<file path="src/exvag_regs.svh">
`ifndef EXVAG_REGS_SVH
`define EXVAG_REGS_SVH

// Register byte offsets on the AXI4-Lite port.
`define EXVAG_OFS_RESET_BASE 8'h00
`define EXVAG_OFS_HOST_BASE  8'h04
`define EXVAG_OFS_GUEST_BASE 8'h08
`define EXVAG_OFS_CONFIG     8'h0C
`define EXVAG_OFS_LAST_ADDR  8'h10

// Fields of the three base registers.
`define EXVAG_BASE_MASK      32'hFFFF_FE00
`define EXVAG_BASE_INTR_OFFSET_REDUCE_BIT_BIT  0
`define EXVAG_BASE_DV_BIT    1
`define EXVAG_BASE_WMASK     32'hFFFF_FE03

// Fields of the configuration register.
`define EXVAG_CFG_SYSTEM_ERROR_EXC_GUEST  0
`define EXVAG_CFG_MEMPROT_GUEST 1
`define EXVAG_CFG_TABLE_EN      2

// Reset values.
`define EXVAG_RST_BASE   32'h0000_0000
`define EXVAG_RST_CONFIG 3'h0

// Offsets of the vector table.
`define EXVAG_OFF_RESET    9'h000
`define EXVAG_OFF_UINT     9'h100
`define EXVAG_OFF_UINT_MIN 9'h1F0
`define EXVAG_PRIO_LAST    8'h0F

// AXI responses and timing.
`define EXVAG_RESP_OKAY   2'h0
`define EXVAG_RESP_SLVERR 2'h2
`define EXVAG_VEC_LATENCY 1

`endif

</file>
<file path="src/exvag_pkg.sv">
package exvag_pkg;

    // Cause codes in vector order: code times 16 is the fixed offset.
    typedef enum logic [4:0] {
        CAUSE_RESET,
        CAUSE_SYSTEM_ERROR_EXC,
        CAUSE_HV_TRAP,
        CAUSE_FE_TRAP,
        CAUSE_SW_TRAP_A,
        CAUSE_SW_TRAP_B,
        CAUSE_RESV_INSTR,
        CAUSE_FPU,
        CAUSE_COPROC,
        CAUSE_MEM_PROTECT,
        CAUSE_PRIVILEGE,
        CAUSE_SPARE,
        CAUSE_MISALIGN,
        CAUSE_BACKGROUND,
        CAUSE_NONMASKABLE,
        CAUSE_FE_INTR,
        CAUSE_USER_INTR
    } exvag_cause_e;

    // One acknowledged exception, with status bits as updated by the acknowledge.
    typedef struct packed {
        exvag_cause_e cause;
        logic [7:0]   priority_level;
        logic         guest_mode_flag;
        logic         base_select_bit;
    } exvag_req_s;

    // Whole state of the block.
    typedef struct packed {
        logic [31:0] reset_base_reg;
        logic [31:0] host_exc_base_reg;
        logic [31:0] guest_exc_base_reg;
        logic [2:0]  guest_routing_config;
        logic [31:0] vec_addr;
        logic        vec_valid;
        logic        vec_table;
        logic        aw_got;
        logic [31:0] aw_addr;
        logic        w_got;
        logic [31:0] w_data;
        logic [3:0]  w_strb;
        logic        bvalid;
        logic [1:0]  bresp;
        logic        rvalid;
        logic [31:0] rdata;
        logic [1:0]  rresp;
    } exvag_state_s;

endpackage

</file>
<file path="src/exvag_vector_gen.sv">
// Local design decisions: the AXI4-Lite register port and the register offsets.
`timescale 1ns/1ns
`include "exvag_regs.svh"
// Overview of operation
// - Resets and host-mode exceptions always vector as base register plus cause offset.
// - User interrupts may choose direct vectoring or a handler table held in memory.
// - Host-mode exception with base select one uses the host exception base.
// - Host-mode exception with base select zero uses the reset base.
// - Guest-mode exceptions treat base select as one and use the guest base.
// - Reset uses the reset base regardless of select bits, offset zero.
// - Handler address is selected base plus the offset for the cause.
// - Reduction bit of the selected base set gives every user interrupt offset 0x100.
// - Base and offset choice use status words as updated by the acknowledge.
// - Other causes take fixed offsets 0x000 to 0x0F0 in steps of 0x10.
// - Reduction bit clear, user interrupt priority 0 uses offset 0x100.
// - Reduction bit clear, priority 1 to 14 uses 0x100 plus sixteen times priority.
// - Reduction bit clear, priority 15 or lower uses offset 0x1F0.
// - Reset, hypervisor trap, background and nonmaskable never use the guest base.
// - System error and memory protection use the guest base only when routed there.
module exvag_vector_gen (
    // Clock and reset.
    input  wire logic                  aclk,
    input  wire logic                  aresetn,
    // Acknowledged exception from the acknowledge logic.
    input  wire logic                  req_valid,
    input  wire exvag_pkg::exvag_req_s req,
    // Handler address to the fetch logic.
    output logic                       vec_valid,
    output logic [31:0]                vec_addr,
    output logic                       vec_table,
    // AXI4-Lite write address and data.
    input  wire logic [31:0]           awaddr,
    input  wire logic                  awvalid,
    output logic                       awready,
    input  wire logic [31:0]           wdata,
    input  wire logic [3:0]            wstrb,
    input  wire logic                  wvalid,
    output logic                       wready,
    // AXI4-Lite write response.
    output logic [1:0]                 bresp,
    output logic                       bvalid,
    input  wire logic                  bready,
    // AXI4-Lite read.
    input  wire logic [31:0]           araddr,
    input  wire logic                  arvalid,
    output logic                       arready,
    output logic [31:0]                rdata,
    output logic [1:0]                 rresp,
    output logic                       rvalid,
    input  wire logic                  rready
);

    exvag_pkg::exvag_state_s st_ff;
    exvag_pkg::exvag_state_s nxt_st;
    logic                    is_uint;
    logic                    guest_ok;
    logic                    use_guest;
    logic [31:0]             sel_base;
    logic                    sel_intr_offset_reduce_bit;
    logic [8:0]              sel_off;
    logic [31:0]             new_addr;

    // Register index from a byte address; 3'h7 marks an unmapped address.
    function automatic logic [2:0] reg_index(input logic [31:0] a);
        case (a)
            {24'h0, `EXVAG_OFS_RESET_BASE}: reg_index = 3'h0;
            {24'h0, `EXVAG_OFS_HOST_BASE}:  reg_index = 3'h1;
            {24'h0, `EXVAG_OFS_GUEST_BASE}: reg_index = 3'h2;
            {24'h0, `EXVAG_OFS_CONFIG}:     reg_index = 3'h3;
            {24'h0, `EXVAG_OFS_LAST_ADDR}:  reg_index = 3'h4;
            default:                        reg_index = 3'h7;
        endcase
    endfunction

    // Byte-lane merge of a write into a stored word.
    function automatic logic [31:0] merge(input logic [31:0] old_v, input logic [31:0] new_v,
                                          input logic [3:0] strb);
        logic [31:0] res;
        res = old_v;
        for (int i = 0; i < 4; i++)
        begin
            if (strb[i])
            begin
                res[i*8 +: 8] = new_v[i*8 +: 8];
            end
        end
        merge = res;
    endfunction

    // Offset lookup on cause and priority; kept combinational to feed the adder directly.
    function automatic logic [8:0] cause_offset(input exvag_pkg::exvag_cause_e c,
                                                input logic [7:0] prio, input logic intr_offset_reduce_bit);
        if (c == exvag_pkg::CAUSE_RESET)
        begin
            cause_offset = `EXVAG_OFF_RESET;
        end
        else if (c != exvag_pkg::CAUSE_USER_INTR)
        begin
            cause_offset = {1'b0, c[3:0], 4'h0};
        end
        else if (intr_offset_reduce_bit || prio == 8'h00)
        begin
            cause_offset = `EXVAG_OFF_UINT;
        end
        else if (prio < `EXVAG_PRIO_LAST)
        begin
            cause_offset = `EXVAG_OFF_UINT + {1'b0, prio[3:0], 4'h0};
        end
        else
        begin
            cause_offset = `EXVAG_OFF_UINT_MIN;
        end
    endfunction

    // Causes that may vector through the guest base; mode-switching ones never do.
    always_comb
    begin
        case (req.cause)
            exvag_pkg::CAUSE_RESET,
            exvag_pkg::CAUSE_HV_TRAP,
            exvag_pkg::CAUSE_BACKGROUND,
            exvag_pkg::CAUSE_NONMASKABLE: guest_ok = 1'b0;
            exvag_pkg::CAUSE_SYSTEM_ERROR_EXC:      guest_ok = st_ff.guest_routing_config[`EXVAG_CFG_SYSTEM_ERROR_EXC_GUEST];
            exvag_pkg::CAUSE_MEM_PROTECT: guest_ok = st_ff.guest_routing_config[`EXVAG_CFG_MEMPROT_GUEST];
            default:                      guest_ok = 1'b1;
        endcase
    end

    // Base selection uses the post-acknowledge mode and select bits carried by the request.
    assign is_uint   = req.cause == exvag_pkg::CAUSE_USER_INTR;
    assign use_guest = req.guest_mode_flag && guest_ok;
    always_comb
    begin
        if (req.cause == exvag_pkg::CAUSE_RESET)
        begin
            sel_base = st_ff.reset_base_reg;
        end
        else if (use_guest)
        begin
            sel_base = st_ff.guest_exc_base_reg;
        end
        else if (req.base_select_bit)
        begin
            sel_base = st_ff.host_exc_base_reg;
        end
        else
        begin
            sel_base = st_ff.reset_base_reg;
        end
    end

    // Direct vector sum; the reduction bit comes from whichever base was chosen.
    assign sel_intr_offset_reduce_bit = sel_base[`EXVAG_BASE_INTR_OFFSET_REDUCE_BIT_BIT];
    assign sel_off  = cause_offset(req.cause, req.priority_level, sel_intr_offset_reduce_bit);
    assign new_addr = (sel_base & `EXVAG_BASE_MASK) + {23'h0, sel_off};

    // Next-state logic for the vector output and the register slave.
    always_comb
    begin
        nxt_st           = st_ff;
        nxt_st.vec_valid = req_valid;
        if (req_valid)
        begin
            nxt_st.vec_addr  = new_addr;
            // Table lookup itself lives outside; only the choice is flagged here.
            nxt_st.vec_table = is_uint && st_ff.guest_routing_config[`EXVAG_CFG_TABLE_EN]
                               && !sel_base[`EXVAG_BASE_DV_BIT];
        end
        if (st_ff.bvalid && bready)
        begin
            nxt_st.bvalid = 1'b0;
        end
        if (awvalid && awready)
        begin
            nxt_st.aw_got  = 1'b1;
            nxt_st.aw_addr = awaddr;
        end
        if (wvalid && wready)
        begin
            nxt_st.w_got  = 1'b1;
            nxt_st.w_data = wdata;
            nxt_st.w_strb = wstrb;
        end
        // Write commits once both halves are held and no response is pending.
        if (nxt_st.aw_got && nxt_st.w_got && !st_ff.bvalid)
        begin
            nxt_st.aw_got = 1'b0;
            nxt_st.w_got  = 1'b0;
            nxt_st.bvalid = 1'b1;
            nxt_st.bresp  = `EXVAG_RESP_OKAY;
            case (reg_index(nxt_st.aw_addr))
                3'h0: nxt_st.reset_base_reg = merge(st_ff.reset_base_reg, nxt_st.w_data, nxt_st.w_strb)
                                              & `EXVAG_BASE_WMASK;
                3'h1: nxt_st.host_exc_base_reg = merge(st_ff.host_exc_base_reg, nxt_st.w_data, nxt_st.w_strb)
                                                 & `EXVAG_BASE_WMASK;
                3'h2: nxt_st.guest_exc_base_reg = merge(st_ff.guest_exc_base_reg, nxt_st.w_data, nxt_st.w_strb)
                                                  & `EXVAG_BASE_WMASK;
                3'h3:
                begin
                    if (nxt_st.w_strb[0])
                    begin
                        nxt_st.guest_routing_config = nxt_st.w_data[2:0];
                    end
                end
                3'h4: nxt_st.bresp = `EXVAG_RESP_OKAY;
                default: nxt_st.bresp = `EXVAG_RESP_SLVERR;
            endcase
        end
        if (st_ff.rvalid && rready)
        begin
            nxt_st.rvalid = 1'b0;
        end
        // Read data is captured when the address is taken and held until rready.
        if (arvalid && arready)
        begin
            nxt_st.rvalid = 1'b1;
            nxt_st.rresp  = `EXVAG_RESP_OKAY;
            case (reg_index(araddr))
                3'h0:    nxt_st.rdata = st_ff.reset_base_reg;
                3'h1:    nxt_st.rdata = st_ff.host_exc_base_reg;
                3'h2:    nxt_st.rdata = st_ff.guest_exc_base_reg;
                3'h3:    nxt_st.rdata = {29'h0, st_ff.guest_routing_config};
                3'h4:    nxt_st.rdata = st_ff.vec_addr;
                default:
                begin
                    nxt_st.rdata = 32'h0000_0000;
                    nxt_st.rresp = `EXVAG_RESP_SLVERR;
                end
            endcase
        end
    end

    // State register with synchronous reset.
    always_ff @(posedge aclk)
    begin
        if (!aresetn)
        begin
            st_ff                      <= '0;
            st_ff.reset_base_reg       <= `EXVAG_RST_BASE;
            st_ff.host_exc_base_reg    <= `EXVAG_RST_BASE;
            st_ff.guest_exc_base_reg   <= `EXVAG_RST_BASE;
            st_ff.guest_routing_config <= `EXVAG_RST_CONFIG;
        end
        else
        begin
            st_ff <= nxt_st;
        end
    end

    // Handshakes are combinational; one write and one read outstanding at most.
    assign awready   = !st_ff.aw_got && !st_ff.bvalid;
    assign wready    = !st_ff.w_got && !st_ff.bvalid;
    assign arready   = !st_ff.rvalid;
    assign bvalid    = st_ff.bvalid;
    assign bresp     = st_ff.bresp;
    assign rvalid    = st_ff.rvalid;
    assign rdata     = st_ff.rdata;
    assign rresp     = st_ff.rresp;
    assign vec_valid = st_ff.vec_valid;
    assign vec_addr  = st_ff.vec_addr;
    assign vec_table = st_ff.vec_table;

    // Reset vectors through the reset base at offset zero.
    AST_RESET_BASE: assert property (@(posedge aclk) disable iff (!aresetn)
        req_valid && req.cause == exvag_pkg::CAUSE_RESET
        |=> vec_valid && vec_addr == ($past(st_ff.reset_base_reg) & `EXVAG_BASE_MASK))
        else $error("reset vector not at reset base");

    // Host exception with select one uses the host base.
    AST_HOST_SEL1: assert property (@(posedge aclk) disable iff (!aresetn)
        req_valid && !req.guest_mode_flag && req.base_select_bit && req.cause == exvag_pkg::CAUSE_FE_TRAP
        |=> vec_addr == ($past(st_ff.host_exc_base_reg) & `EXVAG_BASE_MASK) + 32'h0000_0030)
        else $error("host base not used with select one");

    // Host exception with select zero uses the reset base.
    AST_HOST_SEL0: assert property (@(posedge aclk) disable iff (!aresetn)
        req_valid && !req.guest_mode_flag && !req.base_select_bit && req.cause == exvag_pkg::CAUSE_PRIVILEGE
        |=> vec_addr == ($past(st_ff.reset_base_reg) & `EXVAG_BASE_MASK) + 32'h0000_00A0)
        else $error("reset base not used with select zero");

    // Guest exception uses the guest base whatever the select bit says.
    AST_GUEST_BASE: assert property (@(posedge aclk) disable iff (!aresetn)
        req_valid && req.guest_mode_flag && req.cause == exvag_pkg::CAUSE_MISALIGN
        |=> vec_addr == ($past(st_ff.guest_exc_base_reg) & `EXVAG_BASE_MASK) + 32'h0000_00C0)
        else $error("guest base not used in guest mode");

    // Mode-switching causes other than reset in guest mode still go through the host selection.
    AST_NO_GUEST_NMI: assert property (@(posedge aclk) disable iff (!aresetn)
        req_valid && req.guest_mode_flag && req.cause == exvag_pkg::CAUSE_NONMASKABLE
        |=> vec_addr == ($past(req.base_select_bit) ? ($past(st_ff.host_exc_base_reg) & `EXVAG_BASE_MASK)
                         : ($past(st_ff.reset_base_reg) & `EXVAG_BASE_MASK)) + 32'h0000_00E0)
        else $error("nonmaskable vectored through guest base");

    // Unrouted system error in guest mode falls back to the host selection.
    AST_SYSTEM_ERROR_EXC_ROUTE: assert property (@(posedge aclk) disable iff (!aresetn)
        req_valid && req.guest_mode_flag && req.cause == exvag_pkg::CAUSE_SYSTEM_ERROR_EXC
        && !st_ff.guest_routing_config[`EXVAG_CFG_SYSTEM_ERROR_EXC_GUEST] && req.base_select_bit
        |=> vec_addr == ($past(st_ff.host_exc_base_reg) & `EXVAG_BASE_MASK) + 32'h0000_0010)
        else $error("unrouted system error used guest base");

    // Reduction bit set collapses every user interrupt to offset 0x100.
    AST_REDUCE: assert property (@(posedge aclk) disable iff (!aresetn)
        req_valid && is_uint && sel_intr_offset_reduce_bit
        |=> vec_addr == ($past(sel_base) & `EXVAG_BASE_MASK) + 32'h0000_0100)
        else $error("reduced user interrupt offset wrong");

    // Middle priorities step by 0x10 from 0x100.
    AST_PRIO_STEP: assert property (@(posedge aclk) disable iff (!aresetn)
        req_valid && is_uint && !sel_intr_offset_reduce_bit && req.priority_level == 8'h0E
        |=> vec_addr == ($past(sel_base) & `EXVAG_BASE_MASK) + 32'h0000_01E0)
        else $error("priority 14 offset wrong");

    // Priority 15 and every lower level share offset 0x1F0.
    AST_PRIO_LOW: assert property (@(posedge aclk) disable iff (!aresetn)
        req_valid && is_uint && !sel_intr_offset_reduce_bit && req.priority_level >= 8'h0F
        |=> vec_addr == ($past(sel_base) & `EXVAG_BASE_MASK) + 32'h0000_01F0)
        else $error("low priority offset not 0x1F0");

    // Each request gives exactly one result pulse one cycle later.
    AST_ONE_PULSE: assert property (@(posedge aclk) disable iff (!aresetn)
        req_valid ##1 !req_valid |=> !vec_valid)
        else $error("vector valid outlived its request");

    // Every taken request is answered on the very next cycle.
    AST_VEC_ANSWER: assert property (@(posedge aclk) disable iff (!aresetn)
        req_valid
        |=> vec_valid)
        else $error("vector valid missing after request");

    // Priority zero with the reduction bit clear sits at offset 0x100.
    AST_PRIO_ZERO: assert property (@(posedge aclk) disable iff (!aresetn)
        req_valid && is_uint && !sel_intr_offset_reduce_bit && req.priority_level == 8'h00
        |=> vec_addr == ($past(sel_base) & `EXVAG_BASE_MASK) + 32'h0000_0100)
        else $error("priority 0 offset wrong");

    // The masked base has its low nine bits clear, so they show the fixed cause offset.
    AST_FIXED_OFF: assert property (@(posedge aclk) disable iff (!aresetn)
        req_valid && !is_uint
        |=> vec_addr[8:0] == {$past(req.cause), 4'h0})
        else $error("fixed cause offset wrong");

    // Only user interrupts may be handed to the table method.
    AST_TABLE_UINT: assert property (@(posedge aclk) disable iff (!aresetn)
        req_valid && !is_uint
        |=> !vec_table)
        else $error("table method flagged for a non-interrupt cause");

endmodule

</file>
<file path="config.mk">
export PLATFORM = sky130hd
export DESIGN_NAME = exvag_vector_gen
export DESIGN_NICKNAME = d
export VERILOG_FILES = /design/src/exvag_pkg.sv /design/src/exvag_vector_gen.sv
export VERILOG_INCLUDE_DIRS = /design/src
export SDC_FILE = /design/constraint.sdc
export NUM_CORES = 1
export LEC_CHECK = 0
export ABC_AREA = 1
export ABC_CLOCK_PERIOD_IN_PS = 1900
export BUFFER_PORTS_ARGS = -buffer_cell sky130_fd_sc_hd__buf_2
export CORE_MARGIN = 2
export CORE_UTILIZATION = 30
export DETAILED_ROUTE_END_ITERATION = 16
export PLACE_DENSITY = 0.54
export SYNTH_ARGS = -nofsm -noshare
export SYNTH_HDL_FRONTEND = slang
export SYNTH_SLANG_ARGS = --single-unit
</file>
<file path="constraint.sdc">
create_clock -name aclk -period 1.9 [get_ports aclk]
set_input_delay 0.095 -clock aclk [delete_from_list [all_inputs] [get_ports aclk]]
set_output_delay 0.095 -clock aclk [all_outputs]
set_load 0.1 [all_outputs]
</file>
=== Word-level counts from Yosys, hierarchy flattened ===
Index checks and enable logic that the tools add are counted.

* Bitwise operators: 1
* Reductions and logical operators: 43
* Mux-type cells: 21
* $lt $le $gt $ge: 1
* Add/sub/neg operators: 2
* Eq/ne operators: 23

{| class="wikitable"
|+ Operators by type and width
! cell !! number
|-
| $pmux W32 S5 || 1
|-
| $eq A32 B4 Y1 const B || 4
|-
| $mux W32 || 3
|-
| $eq A32 B3 Y1 const B || 2
|-
| $eq A32 B5 Y1 const B || 2
|-
| $logic_not A32 Y1 || 2
|-
| $reduce_and A3 Y1 || 13
|-
| $mux W37 || 1
|-
| $mux W9 || 4
|-
| $mux W35 || 1
|-
| $mux W33 || 1
|-
| $add A32 B9 Y32 || 1
|-
| $pmux W3 S5 || 2
|-
| $eq A5 B4 Y1 const B || 3
|-
| $eq A3 B2 Y1 const B || 4
|-
| $logic_and A1 B1 Y1 || 12
|-
| $reduce_or A5 Y1 || 2
|-
| $add A9 B8 Y9 const A || 1
|-
| $mux W3 || 3
|-
| $logic_not A8 Y1 || 1
|-
| $lt A8 B4 Y1 const B || 1
|-
| $eq A3 B1 Y1 const B || 2
|-
| $eq A3 B3 Y1 const B || 2
|-
| $logic_not A3 Y1 || 2
|-
| 14 further kinds || 21
|}

* Output and inout port bits: 75
* Logic and storage cells: 118
* Bits of input ports: 123
* Flip-flop bits (word level): 220

=== Depth between registers and ports, before layout ===
* Word-level depth: 11
* Gate-level depth with buffers: 15
* Gate-level depth less buffers: 14

=== Worst setup path before layout ===
Ideal clock, no wire load.

* Kind: register -> register
* Start: register st_ff (netlist bit bvalid)
* End: register st_ff[223] (netlist name)
* Arrival time: 3.722 ns
* Library setup time: 0.070 ns
* Path buffers: 2
* Cell stages (with the launch flop): 11
* Required time: 1.830 ns
* Path slack: -1.893 ns
* Period minus slack after synthesis: 3.793 ns
* Path through: dfxtp_1 -> nor2_1 -> nand2_1 -> inv_1 -> clkbuf_1 -> or2_2 -> o21ai_0 -> nor2_1 -> buf_2 -> nand4_1 -> a21oi_1

* Elaborated cells between the ends (all ways): 18
* Those cells by class: eq/ne (4); mux (4); reduce/logical (10)

{| class="wikitable"
|+ RTL lines
! element !! RTL line !! source
|-
| start, declared || exvag_vector_gen.sv:53 || <nowiki>exvag_pkg::exvag_state_s st_ff;</nowiki>
|-
| start signal, assigned || exvag_vector_gen.sv:246 || <nowiki>st_ff <= nxt_st;</nowiki>
|-
| $logic_not A1 Y1 (*) || exvag_vector_gen.sv:252 || <nowiki>assign wready = !st_ff.w_got && !st_ff.bvalid;</nowiki>
|-
| $logic_and A1 B1 Y1 (*) || exvag_vector_gen.sv:252 ||
|-
| via wready || exvag_vector_gen.sv:38 || <nowiki>output logic wready,</nowiki>
|-
| $logic_and A1 B1 Y1 (*) || exvag_vector_gen.sv:178 || <nowiki>if (wvalid && wready)</nowiki>
|-
| $mux W37 (*) || exvag_vector_gen.sv:178 ||
|-
| $logic_and A1 B1 Y1 (2 in a row) || exvag_vector_gen.sv:185 || <nowiki>if (nxt_st.aw_got && nxt_st.w_got && !st_ff.bvalid)</nowiki>
|-
| $reduce_and A3 Y1 (no line) || -- ||
|}

The timed path passes the listed nets; every way through them passes the cells marked *. The select of a mux whose other input is x is not followed.
A chain may end at the register's enable or synchronous reset.

=== Final worst setup path ===
* Start: register st_ff[107] (netlist name)
* End: register st_ff[240] (netlist name)

* Word-level cells in the longest chain between the ends: 9
* Elaborated cells between the ends (all ways): 15
* Those cells by class: eq/ne (4); mux (3); reduce/logical (8)

{| class="wikitable"
|+ RTL lines
! element !! RTL line !! source
|-
| $logic_not A1 Y1 || exvag_vector_gen.sv:251 || <nowiki>assign awready = !st_ff.aw_got && !st_ff.bvalid;</nowiki>
|-
| $logic_and A1 B1 Y1 || exvag_vector_gen.sv:251 ||
|-
| $logic_and A1 B1 Y1 || exvag_vector_gen.sv:173 || <nowiki>if (awvalid && awready)</nowiki>
|-
| $mux W33 (*) || exvag_vector_gen.sv:173 ||
|-
| $eq A32 B5 Y1 (tied with other cells) || exvag_vector_gen.sv:65 || <nowiki>case (a)</nowiki>
|-
| $pmux W3 S5 || exvag_vector_gen.sv:65 ||
|-
| $mux W3 || exvag_vector_gen.sv:185 ||
|-
| $logic_not A3 Y1 || exvag_vector_gen.sv:191 || <nowiki>case (reg_index(nxt_st.aw_addr))</nowiki>
|-
| $reduce_and A3 Y1 (no line) (*) || -- ||
|}

Every way passes the cells marked *; elsewhere a longest branch is shown, timed or not. The select of a mux whose other input is x is not followed.

==> metrics.txt <==
status complete, but fails checks; failing checks negative hold slack, negative setup slack; CTS tree done; R2R Path Start st_ff[107]; Synth Instances approximately 1600; Async SR Flop Fraction 0; most frequent cell after synthesis nand2_1; crit-path max FO 12; DP HPWL 24400 um; Pint ~9 mW; peak supply drop slightly below 0.7 mV; Hold WC Path Type in2reg; first-pass GRT wire length around 55000 um; vias in the first global route between 10000 and 15000; CTS Buffer Depth 3; n_diodes 0; Yosys top cell area share 0.396; drt drc 0; final hold vios 1; combinational power share 0.242; io pins roughly 200; Tot GR Track Use 0.185; Reg2Reg Depth 13; CP Data Required Time between 2000 and 2500 ps; CP Class reg2reg; Starting Density 0.304; synthesis-stage register bit count between 200 and 250; top cells by count, synth nand2_1 (368), dfxtp_1 (207), a21oi_1 (163); worst flop-to-flop path endpoint st_ff[240]; clock root cell clkbuf_16; Num CTS Buffers 25; Clk network pwr share 0.397; crit path launch type register; Crit. End Element register; Power, Total roughly 13 mW; Sw Share 0.312; final estimated routing congestion in global placement between 0.8 and 0.9; Worst Tran Pin Value about 840 ps; cell taking the most area after synthesis dfxtp_1; DR iter-0 viols about 840; core area 34500 sq um; Syn Area/Cell 6.75 sq um; CP startpoint st_ff[107]; power per standard cell area approximately 950 nW/um^2; die width 191 um; multi-input logic area between 5000 and 6000 sq um; Worst Path Arrival between 2000 and 3000 ps; Vert. Die Dim around 190 um; switching power 4.06 mW; fillers roughly 3600; Critical Path End st_ff[240]; Final setup viols 78; Vias/cell 4.81; die area around 36000 sq um; layout net count approximately 1900; Min Hold Slack -1.72 ps; yosys warns 0; final setup margin -236 ps; initial antenna violation count 0; row cnt a little under 70; register area just over 4000 sq um; clk sink count about 210; min Tclk post-route between 2000 and 2500 ps; pre-CTS WS -318 ps; Worst R2R Setup Slack -240 ps; ys flop type dfxtp_1; Max Fclk 468 MHz; Max-slew headroom 0.436; Final Slew Violations 0; layout cells sized above 1 0.227; via count about 11000; grt total ovfl 0; clk slew on worst S/H paths ~60 ps; max cap viols 0; Final Skew 12.8 ps; largest net degree at the start of global routing 52; Leakage Power between 5 and 6 nW; H-Tree Level Count 1; drt wl/cell about 15 um; Yosys cell types 30; post-layout util 0.398; Synth Cell Area about 10000 sq um; DR pass1 iterations 5; Worst-Skew Late Latency 520 ps; final worst-path cycle share 1.12; RSZ-0062 raised after global routing yes; PortBufs around 180; Seq/Total Area, Yosys 0.396; Placed Cells 2123; Area contributors post-synth dfxtp_1 (40%), nand2_1 (13%), a21oi_1 (7.8%); Syn-to-layout area delta 30.8%; register share of total power 0.361; number of synthesized flops with an enable pin 0; post-route non-filler standard cell count 2235; Routed Antenna Nets 0; final wirelength about 34000 um
area by class of cell:
cell class / instances / share of cell area
clock inverter: 11 / 0.0119
clock buffer: 35 / 0.0536
timing repair buffer: 341 / 0.184
sequential: 207 / 0.303
inverter: 120 / 0.0339
multi-input combinational: 1066 / 0.372
tap: 455 / 0.0416
critical path, cell delays in order, from the launching register on:
cell and delay (ps):
dfxtp_2 330, nor2_4 130, nand2_4 100, buf_4 150, o21ai_1 160, nand2_1 140, nor2_2 180, nand2_1 100
nor2_2 140, buf_12 160, nand3_1 90, buf_4 180, nand2_1 80, a21oi_1 70
what timing repair did:
item	CTS	global route
setup endpoints to repair	79	94
hold buffers	63	0
pin swaps	4	3
hold endpoints to repair	61	0
buffers inserted	2	0
gates resized for setup	9	13
gates cloned	1	0
layer usage:
metal | share of wire | up-vias | GRT usage
li1 | - | 5481 | -
met1 | 0.50 | 4914 | 0.281
met2 | 0.42 | 328 | 0.272
met3 | 0.064 | 38 | 0.0282
met4 | 0.015 | 0 | 0.0441
met5 | 0 | - | 0
cells in the final DEF (no fill, tap or decap), types with 5 or more instances in the layout:
| master | n |
|---|---|
| clkbuf_16 | 26 |
| nand3_1 | 80 |
| o21ai_0 | 78 |
| o211ai_1 | 5 |
| nor2_4 | 5 |
| nand3b_1 | 6 |
| a31oi_1 | 5 |
| buf_2 | 184 |
| nor3_1 | 19 |
| nand2_1 | 362 |
| inv_1 | 110 |
| nand2_2 | 5 |
| dfxtp_1 | 204 |
| dlygate4sd3_1 | 63 |
| o21ai_2 | 13 |
| nor2_2 | 6 |
| clkbuf_8 | 5 |
| or2_2 | 32 |
| buf_12 | 18 |
| o21ai_1 | 7 |
| nand4_1 | 111 |
| nor2_1 | 147 |
| a21oi_1 | 160 |
| conb_1 | 7 |
| buf_4 | 70 |
| buf_6 | 5 |
| clkinv_2 | 5 |
cells by family after synthesis:
family / Yosys count / synth area share
AO/OA/AOI/OAI: 274 / 0.134
buffers and inverters: 284 / 0.135
flip-flops: 207 / 0.396
multiplexers: 1 / 0.000956
other: 1 / 0.000358
AND/OR/NAND/NOR: 784 / 0.335
state kept, by name, summed over array words and instances, names as in the netlist:
register and cells:
rvalid 1, rdata 31, bvalid 1, rresp 1
vec_table 1, vec_valid 1, bresp 1, st_ff 142
vec_addr 28
worst min path at each step:
stage,start,end,slack [ps],depth (start not counted)
floorplan,aresetn,vec_addr[10],230,2
global placement,awaddr[27],st_ff[102],350,3
detailed placement,awaddr[27],st_ff[102],350,3
CTS,req[10],vec_addr[4],4,5
global route,awaddr[5],st_ff[80],10,4
finish,awaddr[5],st_ff[80],-2,4
power groups by stage:
stage / clock network [mW] / registers, mW / logic [mW]
after floorplan: 0 / 4.82 / 2.01
after global placement: 0 / 4.78 / 2.95
after detailed placement: 0 / 4.79 / 2.97
after CTS: 5.28 / 4.70 / 3.14
after global routing: 5.49 / 4.73 / 3.47
final: 5.16 / 4.70 / 3.14
stage by stage:
step / cell area, sq um / TNS [ps]
finish: 13700 / -11860
global route: 13700 / -30490
CTS: 13700 / -14590
detailed placement: 12100 / -17280
global placement: 12100 / -16220
floorplan: 10700 / -54210
Power figures use the tool's default switching activity.
